==> src/inc/lsag_pkg.sv <==
// load/store address generator: shared constants and types
// assumes a 16-entry register file with the stack pointer at 13 and the program counter at 15
`default_nettype none
package lsag_pkg;
    // register file shape
    localparam int unsigned LSAG_NREG = 16;
    localparam int unsigned LSAG_IDX_W = 4;
    localparam int unsigned LSAG_DW = 32;
    localparam logic [3:0] LSAG_REG_PC = 4'hf;
    localparam logic [3:0] LSAG_REG_SP = 4'hd;
    // addressing figures
    localparam logic [31:0] LSAG_WORD_STEP = 32'h4;
    localparam logic [1:0] LSAG_SHIFT_MAX = 2'h3;
    localparam int unsigned LSAG_UNPRIV_IMM_W = 8;
    localparam int unsigned LSAG_PCREL_IMM_W = 13;
    localparam logic [31:0] LSAG_ALIGN_MASK = 32'hffff_fffe;
    // instruction forms
    typedef enum logic [2:0] {
        LSAG_K_REGOFS = 3'b000,
        LSAG_K_UNPRIV = 3'b001,
        LSAG_K_PCREL = 3'b010,
        LSAG_K_PAIR = 3'b011,
        LSAG_K_MULTI = 3'b100
    } lsag_kind_t;
    // transfer sizes
    typedef enum logic [2:0] {
        LSAG_SZ_WORD = 3'b000,
        LSAG_SZ_UBYTE = 3'b001,
        LSAG_SZ_SBYTE = 3'b010,
        LSAG_SZ_UHALF = 3'b011,
        LSAG_SZ_SHALF = 3'b100
    } lsag_size_t;
    // sequencer states
    typedef enum logic [1:0] {
        LSAG_ST_IDLE = 2'b00,
        LSAG_ST_ISSUE = 2'b01,
        LSAG_ST_ACCESS = 2'b10,
        LSAG_ST_BASEWB = 2'b11
    } lsag_state_t;
    // memory size codes on the data port
    localparam logic [1:0] LSAG_MSZ_BYTE = 2'h0;
    localparam logic [1:0] LSAG_MSZ_HALF = 2'h1;
    localparam logic [1:0] LSAG_MSZ_WORD = 2'h2;
endpackage
`default_nettype wire

==> src/verilog/lsag_extend.sv <==
// load data extension: byte / halfword to 32 bits, signed or unsigned
// assumes the addressed datum sits in the low lanes of the read word
`timescale 1ns/1ps
`default_nettype none
module lsag_extend
    import lsag_pkg::*;
(
    // raw data and size
    input wire logic [31:0] raw_data,
    input wire lsag_size_t size,
    // extended result
    output logic [31:0] ext_data
);
    // pure mux, no state
    always_comb begin
        case (size)
            LSAG_SZ_SBYTE: ext_data = {{24{raw_data[7]}}, raw_data[7:0]};
            LSAG_SZ_UBYTE: ext_data = {24'h00_0000, raw_data[7:0]};
            LSAG_SZ_SHALF: ext_data = {{16{raw_data[15]}}, raw_data[15:0]};
            LSAG_SZ_UHALF: ext_data = {16'h0000, raw_data[15:0]};
            default: ext_data = raw_data; // word passes whole
        endcase
    end
endmodule
`default_nettype wire

==> src/verilog/lsag_reglist.sv <==
// register-list picker: lowest or highest set bit of a mask, plus a count
// assumes the mask is at most NREG bits; an empty mask gives index 0, count 0
`timescale 1ns/1ps
`default_nettype none
module lsag_reglist
    import lsag_pkg::*;
#(
    parameter int unsigned NREG = LSAG_NREG,
    parameter int unsigned IW = LSAG_IDX_W
) (
    // list in
    input wire logic [NREG-1:0] mask,
    input wire logic pick_high,
    // picks out
    output logic [IW-1:0] pick_idx,
    output logic [IW:0] count
);
    logic [NREG:0] seen_lo; // any bit below position
    logic [NREG:0] seen_hi; // any bit at or above position
    logic [NREG-1:0] lo_hit; // one-hot lowest
    logic [NREG-1:0] hi_hit; // one-hot highest
    assign seen_lo[0] = 1'b0;
    assign seen_hi[NREG] = 1'b0;
    // per-bit priority chains from each end
    genvar g;
    generate
        for (g = 0; g < NREG; g++) begin : g_bit
            assign lo_hit[g] = mask[g] & ~seen_lo[g];
            assign seen_lo[g+1] = seen_lo[g] | mask[g];
            assign hi_hit[g] = mask[g] & ~seen_hi[g+1];
            assign seen_hi[g] = seen_hi[g+1] | mask[g];
        end
    endgenerate
    // encode the chosen one-hot and count the set bits
    always_comb begin
        pick_idx = '0;
        count = '0;
        for (int i = 0; i < NREG; i++) begin
            if (pick_high ? hi_hit[i] : lo_hit[i]) begin
                pick_idx = IW'(i);
            end
            count = count + (IW+1)'(mask[i]);
        end
    end
endmodule
`default_nettype wire

==> src/verilog/lsag_core.sv <==
// load/store address generator and sequencer for single, paired and multiple transfers
// assumes the decoder supplies register values, and the register file a same-cycle read port
// Notes on behaviour
// - register-offset address is base plus shifted offset
// - signed byte/half loads sign-extend to 32
// - unsigned loads zero-extend; default size is word
// - load into pc branches, bit zero cleared
// - condition flags never change here
// - unprivileged form adds 0..255 immediate
// - unprivileged form marks access unprivileged
// - unprivileged software sees ordinary immediate behaviour
// - pc-relative offsets span 4095, pairs 1020
// - increment_after_mode walks up, lowest register first
// - increment writeback is base plus 4(n-1)
// - decrement_before_mode walks down, highest register highest
// - decrement order descending, writeback base minus 4(n-1)
// - multiple transfers always move whole words
`timescale 1ns/1ps
`default_nettype none
module lsag_core
    import lsag_pkg::*;
#(
    parameter int unsigned NREG = LSAG_NREG
) (
    // clock, reset, enable
    input wire logic core_clk,
    input wire logic sys_rst,
    input wire logic ce,
    // command from the decoder
    input wire logic cmd_valid,
    output logic cmd_ready,
    input wire lsag_kind_t cmd_kind,
    input wire logic cmd_load,
    input wire lsag_size_t cmd_size,
    input wire logic [31:0] cmd_base_val,
    input wire logic [3:0] cmd_base_idx,
    input wire logic [31:0] cmd_offset_val,
    input wire logic [1:0] cmd_shift,
    input wire logic [12:0] cmd_imm,
    input wire logic [31:0] cmd_pc_val,
    input wire logic [3:0] cmd_xfer_idx,
    input wire logic [3:0] cmd_xfer2_idx,
    input wire logic [NREG-1:0] cmd_reglist,
    input wire logic cmd_decr,
    input wire logic cmd_writeback,
    // register read port for store data
    output logic [3:0] rd_idx,
    input wire logic [31:0] rd_data,
    // data memory port
    output logic mem_req,
    output logic [31:0] mem_addr,
    output logic mem_write,
    output logic [1:0] mem_size,
    output logic [31:0] mem_wdata,
    output logic mem_unpriv,
    input wire logic mem_ack,
    input wire logic [31:0] mem_rdata,
    // register writeback and branch
    output logic wb_valid,
    output logic [3:0] wb_idx,
    output logic [31:0] wb_data,
    output logic branch_valid,
    output logic [31:0] branch_target,
    output logic flags_wr_en,
    output logic done
);
    ////////////////////////////////////////////////////////////////////////////////
    // held command
    lsag_state_t state_r; // sequencer state
    lsag_kind_t kind_r; // form in flight
    lsag_size_t size_r; // transfer size
    logic load_r, decr_r, wbk_r, beat1_r, br_pend_r; // load, walk down, base writeback, pair beat two, pc loaded
    logic [31:0] base_r, addr_r, br_tgt_r; // base at accept, next beat address, aligned branch target
    logic [3:0] base_idx_r, xfer_r, xfer2_r, cur_r; // base, first and second transfer, register in flight
    logic [NREG-1:0] rem_r; // registers still to move
    logic [4:0] count_r, beats_r, pick_cnt; // list size, beats left, list population
    logic [31:0] addr_nxt, ext_data, base_final; // first-beat address, extended read data, writeback value
    logic [3:0] pick_idx, cur_nxt; // next list register, register for next beat
    logic last_beat, accept; // final beat in flight, command taken
    assign cmd_ready = (state_r == LSAG_ST_IDLE);
    assign accept = ce && cmd_valid && cmd_ready;
    assign last_beat = (beats_r == 5'h01);
    assign flags_wr_en = 1'b0;
    ////////////////////////////////////////////////////////////////////////////////
    // helpers
    lsag_reglist #(.NREG(NREG), .IW(LSAG_IDX_W)) u_pick (
        .mask(cmd_valid && cmd_ready ? cmd_reglist : rem_r),
        .pick_high(cmd_valid && cmd_ready ? cmd_decr : decr_r),
        .pick_idx(pick_idx),
        .count(pick_cnt)
    );
    lsag_extend u_ext (
        .raw_data(mem_rdata),
        .size(size_r),
        .ext_data(ext_data)
    );
    // first-beat address per form
    always_comb begin
        case (cmd_kind)
            LSAG_K_REGOFS: addr_nxt = cmd_base_val + (cmd_offset_val << cmd_shift);
            // unsigned 8-bit immediate; same sum as ordinary immediate form
            LSAG_K_UNPRIV: addr_nxt = cmd_base_val + {24'h00_0000, cmd_imm[LSAG_UNPRIV_IMM_W-1:0]};
            // signed 13-bit offset covers +-4095 and +-1020
            LSAG_K_PCREL,
            LSAG_K_PAIR: addr_nxt = cmd_pc_val + {{19{cmd_imm[12]}}, cmd_imm};
            default: addr_nxt = cmd_base_val; // multiple starts at base
        endcase
    end
    // register chosen for the next beat
    assign cur_nxt = (kind_r == LSAG_K_MULTI) ? pick_idx : (beat1_r ? xfer2_r : xfer_r);
    assign rd_idx = cur_nxt;
    // up by 4(n-1); down by 4(n-1)
    always_comb begin
        if (decr_r) begin
            base_final = base_r - {25'h000_0000, count_r - 5'h01, 2'h0};
        end else begin
            base_final = base_r + {25'h000_0000, count_r - 5'h01, 2'h0};
        end
    end
    ////////////////////////////////////////////////////////////////////////////////
    // sequencer
    always_ff @(posedge core_clk) begin
        if (sys_rst) begin
            state_r <= LSAG_ST_IDLE;
        end else if (ce) begin
            case (state_r)
                LSAG_ST_IDLE: begin
                    if (cmd_valid) begin
                        state_r <= LSAG_ST_ISSUE;
                    end
                end
                LSAG_ST_ISSUE: state_r <= LSAG_ST_ACCESS;
                LSAG_ST_ACCESS: begin
                    if (mem_ack && !last_beat) begin
                        state_r <= LSAG_ST_ISSUE;
                    end else if (mem_ack && kind_r == LSAG_K_MULTI && wbk_r) begin
                        state_r <= LSAG_ST_BASEWB;
                    end else if (mem_ack) begin
                        // no base update unless multiple with writeback
                        state_r <= LSAG_ST_IDLE;
                    end
                end
                LSAG_ST_BASEWB: state_r <= LSAG_ST_IDLE;
                default: state_r <= LSAG_ST_IDLE;
            endcase
        end
    end
    // command capture and beat bookkeeping
    always_ff @(posedge core_clk) begin
        if (sys_rst) begin
            kind_r <= LSAG_K_REGOFS;
            size_r <= LSAG_SZ_WORD;
            load_r <= 1'b0;
            decr_r <= 1'b0;
            wbk_r <= 1'b0;
            base_r <= 32'h0000_0000;
            base_idx_r <= 4'h0;
            xfer_r <= 4'h0;
            xfer2_r <= 4'h0;
            rem_r <= '0;
            count_r <= 5'h00;
            beats_r <= 5'h00;
            beat1_r <= 1'b0;
            addr_r <= 32'h0000_0000;
            cur_r <= 4'h0;
        end else if (accept) begin
            kind_r <= cmd_kind;
            // multiple and paired forms force word size
            size_r <= (cmd_kind == LSAG_K_MULTI || cmd_kind == LSAG_K_PAIR) ? LSAG_SZ_WORD : cmd_size;
            // paired form is load-only
            load_r <= cmd_load || cmd_kind == LSAG_K_PAIR;
            decr_r <= cmd_decr && cmd_kind == LSAG_K_MULTI;
            wbk_r <= cmd_writeback && cmd_kind == LSAG_K_MULTI;
            base_r <= cmd_base_val;
            base_idx_r <= cmd_base_idx;
            xfer_r <= cmd_xfer_idx;
            xfer2_r <= cmd_xfer2_idx;
            rem_r <= cmd_reglist;
            count_r <= pick_cnt;
            beat1_r <= 1'b0;
            addr_r <= addr_nxt;
            case (cmd_kind)
                LSAG_K_MULTI: beats_r <= pick_cnt;
                LSAG_K_PAIR: beats_r <= 5'h02;
                default: beats_r <= 5'h01;
            endcase
        end else if (ce && state_r == LSAG_ST_ISSUE) begin
            cur_r <= cur_nxt;
        end else if (ce && state_r == LSAG_ST_ACCESS && mem_ack) begin
            rem_r[cur_r] <= 1'b0;
            beats_r <= beats_r - 5'h01;
            beat1_r <= 1'b1;
            // ascending by a word; descending by a word
            addr_r <= decr_r ? addr_r - LSAG_WORD_STEP : addr_r + LSAG_WORD_STEP;
        end
    end
    ////////////////////////////////////////////////////////////////////////////////
    // memory port, launched from ISSUE and held until acknowledged
    always_ff @(posedge core_clk) begin
        if (sys_rst) begin
            mem_req <= 1'b0;
            mem_addr <= 32'h0000_0000;
            mem_write <= 1'b0;
            mem_size <= LSAG_MSZ_WORD;
            mem_wdata <= 32'h0000_0000;
            mem_unpriv <= 1'b0;
        end else if (ce && state_r == LSAG_ST_ISSUE) begin
            mem_req <= 1'b1;
            mem_addr <= addr_r;
            mem_write <= !load_r;
            // forced unprivileged whatever the current level
            mem_unpriv <= (kind_r == LSAG_K_UNPRIV);
            mem_wdata <= rd_data;
            case (size_r)
                LSAG_SZ_UBYTE,
                LSAG_SZ_SBYTE: mem_size <= LSAG_MSZ_BYTE;
                LSAG_SZ_UHALF,
                LSAG_SZ_SHALF: mem_size <= LSAG_MSZ_HALF;
                default: mem_size <= LSAG_MSZ_WORD;
            endcase
        end else if (ce && mem_ack) begin
            mem_req <= 1'b0;
        end
    end
    ////////////////////////////////////////////////////////////////////////////////
    // register writeback: loaded data, then the base for multiple writeback
    always_ff @(posedge core_clk) begin
        if (sys_rst) begin
            wb_valid <= 1'b0;
            wb_idx <= 4'h0;
            wb_data <= 32'h0000_0000;
        end else if (ce) begin
            wb_valid <= 1'b0;
            if (state_r == LSAG_ST_ACCESS && mem_ack && load_r && cur_r != LSAG_REG_PC) begin
                wb_valid <= 1'b1;
                wb_idx <= cur_r;
                wb_data <= ext_data;
            end else if (state_r == LSAG_ST_BASEWB) begin
                // list never holds the base, so this write cannot collide
                wb_valid <= 1'b1;
                wb_idx <= base_idx_r;
                wb_data <= base_final;
            end
        end
    end
    // branch on pc load, issued with completion so later beats still finish
    always_ff @(posedge core_clk) begin
        if (sys_rst) begin
            br_pend_r <= 1'b0;
            br_tgt_r <= 32'h0000_0000;
            branch_valid <= 1'b0;
            branch_target <= 32'h0000_0000;
            done <= 1'b0;
        end else if (ce) begin
            done <= 1'b0;
            branch_valid <= 1'b0;
            if (accept) begin
                br_pend_r <= 1'b0;
            end else if (state_r == LSAG_ST_ACCESS && mem_ack && load_r && cur_r == LSAG_REG_PC) begin
                // clear bit zero of the loaded value
                br_pend_r <= 1'b1;
                br_tgt_r <= mem_rdata & LSAG_ALIGN_MASK;
            end
            if ((state_r == LSAG_ST_ACCESS && mem_ack && last_beat && !(kind_r == LSAG_K_MULTI && wbk_r))
                || state_r == LSAG_ST_BASEWB) begin
                done <= 1'b1;
                branch_valid <= br_pend_r || (load_r && cur_r == LSAG_REG_PC && state_r == LSAG_ST_ACCESS);
                branch_target <= br_pend_r ? br_tgt_r : mem_rdata & LSAG_ALIGN_MASK;
            end
        end
    end
    ////////////////////////////////////////////////////////////////////////////////
    // checks
    AST_REGOFS_ADDR: assert property (@(posedge core_clk) disable iff (sys_rst)
        (accept && cmd_kind == LSAG_K_REGOFS) ##1 ce
        |=> mem_addr == $past(cmd_base_val, 2) + ($past(cmd_offset_val, 2) << $past(cmd_shift, 2)))
        else $error("register-offset address wrong");
    AST_SEXT: assert property (@(posedge core_clk) disable iff (sys_rst)
        wb_valid && state_r != LSAG_ST_BASEWB && size_r == LSAG_SZ_SBYTE |-> wb_data[31:8] == {24{wb_data[7]}})
        else $error("signed byte not sign-extended");
    AST_ZEXT: assert property (@(posedge core_clk) disable iff (sys_rst)
        wb_valid && kind_r != LSAG_K_MULTI && size_r == LSAG_SZ_UHALF |-> wb_data[31:16] == 16'h0000)
        else $error("unsigned half not zero-extended");
    AST_BRANCH_ALIGN: assert property (@(posedge core_clk) disable iff (sys_rst)
        branch_valid |-> !branch_target[0] && done)
        else $error("branch target not halfword aligned");
    AST_FLAGS: assert property (@(posedge core_clk) disable iff (sys_rst)
        done |-> !flags_wr_en)
        else $error("flags written");
    AST_UNPRIV: assert property (@(posedge core_clk) disable iff (sys_rst)
        mem_req |-> mem_unpriv == (kind_r == LSAG_K_UNPRIV))
        else $error("unprivileged access not marked");
    AST_UNPRIV_ADDR: assert property (@(posedge core_clk) disable iff (sys_rst)
        accept && cmd_kind == LSAG_K_UNPRIV |=> addr_r == $past(cmd_base_val) + {24'h00_0000, $past(cmd_imm[7:0])})
        else $error("unprivileged address wrong");
    AST_PCREL_ADDR: assert property (@(posedge core_clk) disable iff (sys_rst)
        accept && cmd_kind == LSAG_K_PCREL |=> $signed(addr_r - $past(cmd_pc_val)) == $signed($past(cmd_imm)))
        else $error("pc-relative address wrong");
    AST_INC_STEP: assert property (@(posedge core_clk) disable iff (sys_rst)
        ce && state_r == LSAG_ST_ACCESS && mem_ack && !last_beat && !decr_r ##1 ce |=> mem_addr == $past(mem_addr, 2) + 32'h4)
        else $error("ascending step wrong");
    AST_DEC_STEP: assert property (@(posedge core_clk) disable iff (sys_rst)
        ce && state_r == LSAG_ST_ACCESS && mem_ack && !last_beat && decr_r ##1 ce |=> mem_addr == $past(mem_addr, 2) - 32'h4)
        else $error("descending step wrong");
    AST_BASE_WB: assert property (@(posedge core_clk) disable iff (sys_rst)
        ce && state_r == LSAG_ST_BASEWB |=> wb_valid && wb_idx == base_idx_r && done)
        else $error("base writeback missing");
    AST_MULTI_WORD: assert property (@(posedge core_clk) disable iff (sys_rst)
        mem_req && kind_r == LSAG_K_MULTI |-> mem_size == LSAG_MSZ_WORD)
        else $error("multiple transfer not word sized");
    AST_NO_SINGLE_WB: assert property (@(posedge core_clk) disable iff (sys_rst)
        state_r == LSAG_ST_BASEWB |-> kind_r == LSAG_K_MULTI)
        else $error("single form wrote base");
    COV_REGOFS_LOAD: cover property (@(posedge core_clk) done && kind_r == LSAG_K_REGOFS && load_r);
    COV_DEC_WB: cover property (@(posedge core_clk) state_r == LSAG_ST_BASEWB && decr_r);
    COV_BRANCH: cover property (@(posedge core_clk) branch_valid);
    COV_PAIR: cover property (@(posedge core_clk) done && kind_r == LSAG_K_PAIR);
endmodule
`default_nettype wire

==> config.mk <==
export PLATFORM = sky130hd
export DESIGN_NAME = lsag_core
export DESIGN_NICKNAME = d
export VERILOG_FILES = /design/src/inc/lsag_pkg.sv /design/src/verilog/lsag_extend.sv /design/src/verilog/lsag_reglist.sv /design/src/verilog/lsag_core.sv
export SDC_FILE = /design/constraint.sdc
export NUM_CORES = 1
export LEC_CHECK = 0
export BUFFER_PORTS_ARGS = -buffer_cell sky130_fd_sc_hd__buf_4
export CAP_MARGIN = 20
export CORE_ASPECT_RATIO = 0.7
export CORE_UTILIZATION = 29
export CTS_BUF_LIST = sky130_fd_sc_hd__clkbuf_2
export DETAILED_ROUTE_END_ITERATION = 7
export GPL_ROUTABILITY_DRIVEN = 0
export GPL_TIMING_DRIVEN = 0
export PLACE_DENSITY = 0.57
export SETUP_SLACK_MARGIN = 0.1
export SLEW_MARGIN = 5
export SYNTH_ARGS = -nofsm -noshare
export SYNTH_HDL_FRONTEND = slang
export SYNTH_SLANG_ARGS = --single-unit
==> constraint.sdc <==
create_clock -name core_clk -period 7.05 [get_ports core_clk]
set_clock_uncertainty 0.1 [all_clocks]
set_input_delay 0.705 -clock core_clk [delete_from_list [all_inputs] [get_ports core_clk]]
set_output_delay 0.705 -clock core_clk [all_outputs]
set_load 0.02 [all_outputs]
== After elaboration in Yosys (flattened, before gate mapping) ==
Index checks and enable logic that the tools add are counted.
Word-level totals
  bits in registers: 290
  input port bits: 217
  word-level logic and storage cells: 282
Cells by class
  shift operators: 1
  multiplexer cells: 70
  $lt $le $gt $ge: 2
  add/sub/neg operators: 24
  bitwise operators: 89
  reductions and logical operators: 47
  equal/unequal tests: 19
Operators by type and width (number)
  two-way mux 32 bit: 8
  one-hot mux 32 bit (4 select lines): 1
  one-hot mux 32 bit (3 select lines): 1
  two-way mux 4 bit: 18
  adder 5 x 1 -> 5 bit: 14
  adder 32 bit: 2
  two-way mux 16 bit: 4
  adder 32 x 3 -> 32 bit, second input constant: 1
  adder 32 x 7 -> 32 bit: 1
  adder 32 x 8 -> 32 bit: 1
  << shifter 32 x 2 -> 32 bit: 1
  subtractor 32 x 3 -> 32 bit, second input constant: 1
  subtractor 32 x 7 -> 32 bit: 1
  inverter 1 bit: 31
  AND 1 bit: 29
  OR 1 bit: 27
  two-way mux 1 bit: 26
  logical AND 1 bit: 22
  AND 16 bit: 1
  inverter 16 bit: 1
  two-way mux 5 bit: 3
  == test 3 x 2 -> 1 bit, second input constant: 4
  AND reduction 2 bit: 6
  one-hot mux 5 bit (2 select lines): 1
  24 further kinds: 47

== Longest topological paths before layout ==
Gate-level depths: netlist (run 1).
  depth after elaboration: 35
  depth in mapped cells: 20

== Hierarchy ==
Synthesis (run 1) repeated with hierarchy kept, for this count alone.
Unflattened totals
  cells, all modules: 2651
  area, all modules: 20430.8 um^2
By module, submodules not included
  lsag_core: times used 1, area each 18801.8 um^2, cells an instance 2433
  lsag_extend: times used 1, area each 822.0 um^2, cells an instance 109
  lsag_reglist: times used 1, area each 807.0 um^2, cells an instance 109

== Worst setup path before layout (run 1) ==
OpenSTA, ideal clock, no wires.
  kind: input to register
  from: input port cmd_valid
  to: register beats_r[1]
  stages: 19
  data required time: 6822 ps
  arrival time: 5405 ps
  slack: 1417 ps
  cell sequence: nor3b_2 -> buf_6 -> buf_2 -> mux2i_1 -> ha_1 -> inv_1 -> fa_1 -> inv_1 -> fa_1 -> inv_1 -> fa_1 -> fa_1 -> inv_1 -> fa_1 -> fa_1 -> a221oi_1 -> a211oi_1 -> a21oi_1 -> nor2_1
On the way
  cells in the longest elaborated chain, start to end: 19
  elaborated cells on any way between the ends: 24
Ends and longest elaborated chain
  from (decl): RTL line lsag_core.sv:30  | input wire logic cmd_valid,
  logical AND 1 bit *: RTL line lsag_core.sv:87  | .mask(cmd_valid && cmd_ready ? cmd_reglist : rem_r),
  two-way mux 16 bit *: RTL line lsag_core.sv:87
  adder 1 x 1 -> 2 bit: RTL line lsag_reglist.sv:42  | count = count + (IW+1)'(mask[i]);
  adder 5 x 1 -> 5 bit (13 in series): RTL line lsag_reglist.sv:42
  adder 5 x 1 -> 5 bit *: RTL line lsag_reglist.sv:42
  net pick_cnt[1]: RTL line lsag_core.sv:76  | logic [4:0] count_r, beats_r, pick_cnt;
  one-hot mux 5 bit (2 select lines) *: RTL line lsag_core.sv:182  | case (cmd_kind)
  two-way mux 5 bit *: RTL line lsag_core.sv:166  | end else if (accept) begin
  to (signal assigned): RTL line lsag_core.sv:183  | LSAG_K_MULTI: beats_r <= pick_cnt;
  to (signal assigned): RTL line lsag_core.sv:191  | beats_r <= beats_r - 5'h01;
  to (decl): RTL line lsag_core.sv:76
Mark *: on every way through the listed nets, which the timed path passes. The rest lies on a longest branch.
A chain may end at the register's enable or synchronous reset.

== Worst setup path after layout (run 1) ==
  from: register state_r[0]
  to: register beats_r[2]
On the way
  cells in the longest elaborated chain, start to end: 20
  elaborated cells on any way between the ends: 29
Ends and longest elaborated chain
  from (decl): RTL line lsag_core.sv:69  | lsag_state_t state_r;
  from (signal assigned): RTL line lsag_core.sv:124  | state_r <= LSAG_ST_IDLE;
  from (signal assigned): RTL line lsag_core.sv:129  | state_r <= LSAG_ST_ISSUE;
  from (signal assigned): RTL line lsag_core.sv:132  | LSAG_ST_ISSUE: state_r <= LSAG_ST_ACCESS;
  logical NOT 2 bit: RTL line lsag_core.sv:80  | assign cmd_ready = (state_r == LSAG_ST_IDLE);
  logical AND 1 bit: RTL line lsag_core.sv:87
  two-way mux 16 bit: RTL line lsag_core.sv:87
  adder 1 x 1 -> 2 bit: RTL line lsag_reglist.sv:42
  adder 5 x 1 -> 5 bit (14 in series): RTL line lsag_reglist.sv:42
  one-hot mux 5 bit (2 select lines): RTL line lsag_core.sv:182
  two-way mux 5 bit: RTL line lsag_core.sv:166
Several ways; a longest one is shown, not always the timed one.

==> impl_metrics.ini, run 1 <==
[routing]
vias_per_cell = 5.32
routed_wl_mm = 84.3
drc = 0
wl_per_cell_um = 20.4
num_vias = 22000
first_pass_iters = 6
drt_iter0_markers = 1845
ant_nets = 0

[timing]
fin_crit_ps = 6040
max_freq_mhz = 166
slew_viol_final = 0
fin_crit_sh_pct = 85.6
worst_pin_slew_ps = 1270
rsz0062_at_grt = no
finalHoldViolations = 0
relSlewSlack_pct = 13.1
report.final.setup_viol = 0
tns_ps = 0
setup_slack_ps = 1010

[synthesis]
synthXorXnorAreaFrac_pct = 4.05
synth_flop_cell = dfxtp_1
yosys-top-cells-count = nand2_1 (433), a21oi_1 (346), dfxtp_1 (289)
synth_compound_area_share_pct = 27.1
synth_simple_gate_area_share_pct = 19.6
synth-edff-count = 0
ys_seq_elements = 289
yosysMostFrequentCell = nand2_1
synth_area_per_cell_um2 = 7.73
netlist_area_um2 = 20100
synthMuxAreaShare_pct = 6.67
synth_adder_area_share_pct = 9.49
synth.area.top_cells = dfxtp_1 (29%), a21oi_1 (8.6%), ha_1 (8.1%)
yosys_warnings = 0
synth_top_cell_by_area = dfxtp_1
syn-instance-count = 2602
ys_types = 97
synth.top_cell.area_share_pct = 28.8
synth-async-reset-ratio_pct = 0
seq_area_frac_synth_pct = 28.8
synth_top_family_by_area = compound AO/OA/AOI/OAI gates

[placed_design]
post-place-ws_ps = 571
post-dp-hpwl_mm = 66.2
io_buffers = 355

[setup_path]
crit_buf_inv = 6
crit_top_cell = fa_1
cp_data_arrival_time_ps = 6830
crit_chain = nor3b_2, buf_6, buf_2, mux2i_1, ha_1, inv_1, fa_1, inv_1, fa_1, inv_1, fa_1, fa_1, inv_1, fa_1, fa_1, xnor2_1, o21ai_0, a21oi_1, a211oi_1
crit_family = adder cells
slowest_delay_ps = 550
crit_type = flop to flop
cp.required_ps = 7840
worst_setup_path_start_kind = flop
worst_path_max_delay_cell = fa_1
crit_fanout = 10
critPathCaptureType = flop

[clock_network]
post-cts-setup-buffers = 0
h-tree-depth = 3
holdBufCountCts = 136
clkLatencyLatePin_ps = 1060
cts_resized = 0
clock_sinks = 289
cts_max_path_buffers = 3
cts_tree = done
root_buffer = clkbuf_2
numCtsBuffers = 77
clk_pin_slew_worst_paths_ps = 120

[die]
core_area_um2 = 68400
die_y_um = 222
die_x_um = 317
rows = 80
start_util_pct = 29.4
die_area_um2 = 70400
io_pins = 363

[pwr]
vdd_drop_max_v = 0.000119
power_density_nw_per_um2 = 175
p_leak_uw = 0.0108

[final_layout]
fin_nets = 3534
drive_above_1_share_pct = 17.5
syn_to_final_growth_pct = 28.9
fillers = 7311

[grt]
grt_pass1_vias = 20500
grt_max_degree = 33
overflow = 0
grt_pass1_wl_mm = 125
antenna_found_initial = 4
track_usage_pct = 23.3

[job]
max-cap-violations = 0

[run_status]
status = complete, no violations

[hold_path]
worst_hold_path_type = input pin to flop
## worst paths after layout
path         slack [ps]  cells past startpoint       start         end
min                 150                      4          ce  state_r[0]
max reg2reg        1010                     19  state_r[0]  beats_r[2]
min reg2reg         340                      2   base_r[0]  wb_data[0]
max                1010                     19  state_r[0]  beats_r[2]
## where the power goes
group | internal (uW) | switching, uW | total (uW)
clock | 406 | 789 | 1200
combinational | 648 | 950 | 1600
sequential | 1690 | 53.5 | 1740
total | 2740 | 1790 | 4530
## logic make-up after synthesis
group                    after synthesis
AO/OA/AOI/OAI                        869
XOR/XNOR                              93
adder cells (fa/ha/maj)              144
buffers and inverters                225
flip-flops                           289
multiplexers                         101
other                                  1
AND/OR/NAND/NOR                      880
## area by class of cell
class | count | area [um2] | share of cell area (%)
clock buffer | 103 | 515 | 1.99
tap | 902 | 1130 | 4.36
sequential | 289 | 5790 | 22.3
buffer | 156 | 606 | 2.34
multi-input combinational | 2089 | 13500 | 51.9
clock inverter | 25 | 131 | 0.507
inverter | 69 | 259 | 1.00
timing repair buffer | 491 | 4030 | 15.5
antenna | 1 | 2.50 | 0.00966
## routing by layer
layer | share of wire, % | track usage [%]
met1 | 46 | 32.4
met3 | 8.7 | 6.54
met4 | 2.9 | 7.63
met5 | 0.015 | 0
met2 | 43 | 34.4
## flip-flops by register name (all words and copies together) (netlist names), 5 cells and up
name and count:
addr_r 32, base_r 32, mem_addr 32, mem_wdata 32
wb_data 32, br_tgt_r 31, branch_target 31, rem_r 16
beats_r 5, count_r 5
## placed cells by master, fill, tap and decap left out, drive strengths merged, types with 51 or more instances in the layout
cell type    instances
nand3               51
inv                 71
o21ai              146
ha                 130
mux2i               57
a21oi              346
dlygate4sd3        136
a211oi              90
nand2              433
a21o                63
clkbuf             234
nor2               192
dfxtp              289
buf                380
## through the flow
step / power [uW] / util, % / instance area, um2 / hold WS (ps) / instances
2_1_floorplan: 2730 / - / 20100 / 329 / 2603
3_3_place_gp: 3270 / 35.0 / 23900 / 343 / 3860
5_1_grt: 4800 / 37.9 / 25900 / 128 / 4125
4_1_cts: 4550 / 37.9 / 25900 / 38.6 / 4124
3_5_place_dp: 3270 / 35.0 / 23900 / 347 / 3860
6_report: 4530 / 37.9 / 25900 / 153 / 4125
## worst min-delay path, cell delays in order
cell and delay (ps):
clkbuf_1 220, nor2b_1 160, a21oi_1 50, nor2_1 80
(Power assumes the default switching activity.)
==> run 2, diff against run 1 <==
SYNTH_HIERARCHICAL = 1   (was default)
==> run 2 against run 1 <==
Die area rose by 1.6%. Combinational power rose by 4%. Via count about the same. Critical path depth down 4. Critical endpoint is now rd_idx[0]. Largest power group unchanged. Sequential share of layout area is 0.31 points lower. Largest cell class unchanged. Highest routed layer unchanged. Worst setup slack lost 280 ps.
==> impl_metrics.ini, run 2 <==
[die]
io_pins = 363
die_area_um2 = 71500
die_y_um = 224
rows = 81
die_x_um = 319
start_util_pct = 29.3
core_area_um2 = 69700

[grt]
grt_pass1_vias = 20300
grt_pass1_wl_mm = 123
grt_max_degree = 21
overflow = 0
antenna_found_initial = 5
track_usage_pct = 22.3

[setup_path]
crit_chain = buf_2, nor3_1, clkbuf_4, clkbuf_1, mux2_2, or4_4, or4_4, o31ai_2, a2bb2oi_1, o311a_1, nor3_1, a211o_2, nand2_1, o21ai_0, buf_4
crit_type = flop to primary output
reg2reg_to = beats_r[2]
regToRegSetupSlack_ps = 1150
rr_startpoint = state_r[1]
crit_end = rd_idx[0]
reg2regPathDepth = 20
cp_data_arrival_time_ps = 5520
cp.required_ps = 6240
slowest_delay_ps = 550
worst_path_max_delay_cell = or4_4
crit_fanout = 10
crit_start = state_r[1]
critPathCaptureType = primary output
worst_setup_path_start_kind = flop

[clock_network]
numCtsBuffers = 73
holdBufCountCts = 134
clk_pin_slew_worst_paths_ps = 130
cts_max_path_buffers = 3
h-tree-depth = 3
root_buffer = clkbuf_2
clock_sinks = 289
cts_resized = 0
cts_tree = done
clkLatencyLatePin_ps = 1050
post-cts-setup-buffers = 0

[synthesis]
seq_area_frac_synth_pct = 28.3
synth_top_family_by_area = compound AO/OA/AOI/OAI gates
synth_area_per_cell_um2 = 7.71
yosysMostFrequentCell = nand2_1
synth_compound_area_share_pct = 27.4
synth-async-reset-ratio_pct = 0
synthXorXnorAreaFrac_pct = 4.54
synth_flop_cell = dfxtp_1
synth_simple_gate_area_share_pct = 19.5
netlist_area_um2 = 20400
synth-edff-count = 0
ys_types = 87
syn-instance-count = 2651
synth_adder_area_share_pct = 9.33
synth.top_cell.area_share_pct = 28.3
synthMuxAreaShare_pct = 6.04
yosys-top-cells-count = nand2_1 (483), a21oi_1 (364), dfxtp_1 (289)
ys_seq_elements = 289
synth_top_cell_by_area = dfxtp_1
yosys_warnings = 6
synth.area.top_cells = dfxtp_1 (28%), a21oi_1 (8.9%), nand2_1 (8.9%)

[placed_design]
post-place-ws_ps = 352
post-dp-hpwl_mm = 65.1
io_buffers = 354

[timing]
whs_ps = 221
tns_ps = 0
finalHoldViolations = 0
report.final.setup_viol = 0
worst_pin_slew_ps = 1010
max_freq_mhz = 158
relSlewSlack_pct = 32.8
fin_crit_sh_pct = 89.6
rsz0062_at_grt = no
setup_slack_ps = 730
slew_viol_final = 0
fin_crit_ps = 6320

[routing]
vias_per_cell = 5.26
wl_per_cell_um = 19.9
drc = 0
routed_wl_mm = 83.0
ant_nets = 0
drt_iter0_markers = 1903
num_vias = 22000
first_pass_iters = 6

[final_layout]
drive_above_1_share_pct = 17.1
final_cell_mix = nand2_1 (483), buf_4 (366), a21oi_1 (364), dfxtp_1 (289), nor2_1 (181)
fin_nets = 3578
seq_area_um2 = 5790
syn_to_final_growth_pct = 28.6
multi_input_area_um2 = 13700
fillers = 7459
layout_commonest_cell = nand2_1

[job]
max-cap-violations = 0

[pwr]
p_leak_uw = 0.0110
total_power_uw = 4620
vdd_drop_max_v = 0.000126
power_density_nw_per_um2 = 176

[hold_path]
worst_hold_path_type = input pin to flop

[run_status]
status = complete, no violations
-- run 2: cell count changes after synthesis, sizes merged, moves of 14 or more --
| cell | previous run | this run |
|---|---|---|
| nand2 | 433 | 483 |
| a211oi | 90 | 68 |
| a21oi | 346 | 365 |
| o21ai | 146 | 127 |
| a221o | 4 | 18 |
| nand2b | 22 | 37 |
| a31oi | 40 | 20 |
| buf | 25 | 39 |
| a21o | 63 | 81 |
| a311oi | 8 | 25 |
-- run 2: layout make-up --
class / instances / share of cell area (%)
inverters: 57 / 0.815
well taps: 913 / 4.35
multi-input cells: 2127 / 52.0
plain buffers: 179 / 2.98
repair buffers: 490 / 15.4
diodes: 3 / 0.0286
flip-flops and latches: 289 / 22.0
clock inverters: 25 / 0.681
clock buffers: 93 / 1.77
-- run 2: how the worst min path moves through the flow --
stage / endpoint / from / cells past startpoint
2_1_floorplan: mem_addr[0] / addr_r[0] / 2
3_3_place_gp: br_tgt_r[11] / br_tgt_r[11] / 2
3_5_place_dp: xfer_r[3] / xfer_r[3] / 2
4_1_cts: mem_req / ce / 4
5_1_grt: addr_r[1] / cmd_pc_val[1] / 6
6_report: addr_r[1] / cmd_pc_val[1] / 6
-- run 2: per-stage QoR --
stage / util (%) / instance area (um2) / cells
final: 37.7 / 26300 / 4176
after global routing: 37.7 / 26300 / 4176
after CTS: 37.7 / 26300 / 4172
after detailed placement: 34.8 / 24300 / 3920
after global placement: 34.8 / 24200 / 3919
after floorplan: - / 20400 / 2652
-- run 2: per-layer routing --
metal / up-vias / wire length [um] / GRT usage [%]
met1: 10300 / 40300 / 32.5
li1: 10700 / - / -
met5: - / 24 / 0
met2: 835 / 33800 / 31.7
met3: 131 / 6720 / 5.93
met4: 4 / 2140 / 6.47
-- run 2: critical path, delay by kind of cell (launching register included) --
family / cells / cell delay [ps]
buf+inv: 4 / 1150
flops: 1 / 310
compound gates: 5 / 1070
simple gates: 5 / 1540
mux: 1 / 490
-- run 2: logic make-up after synthesis --
logic type / count (synthesis)
other: 1
AOI/OAI and AO/OA: 879
and+or+nand+nor: 904
buffers and inverters: 236
xor gates and xnor gates: 106
muxes: 92
DFF: 289
adders and majority gates: 144
-- run 2: report_power, final --
group          internal, uW  switching, uW
clock network           468            756
logic                   685            980
registers              1690           48.0
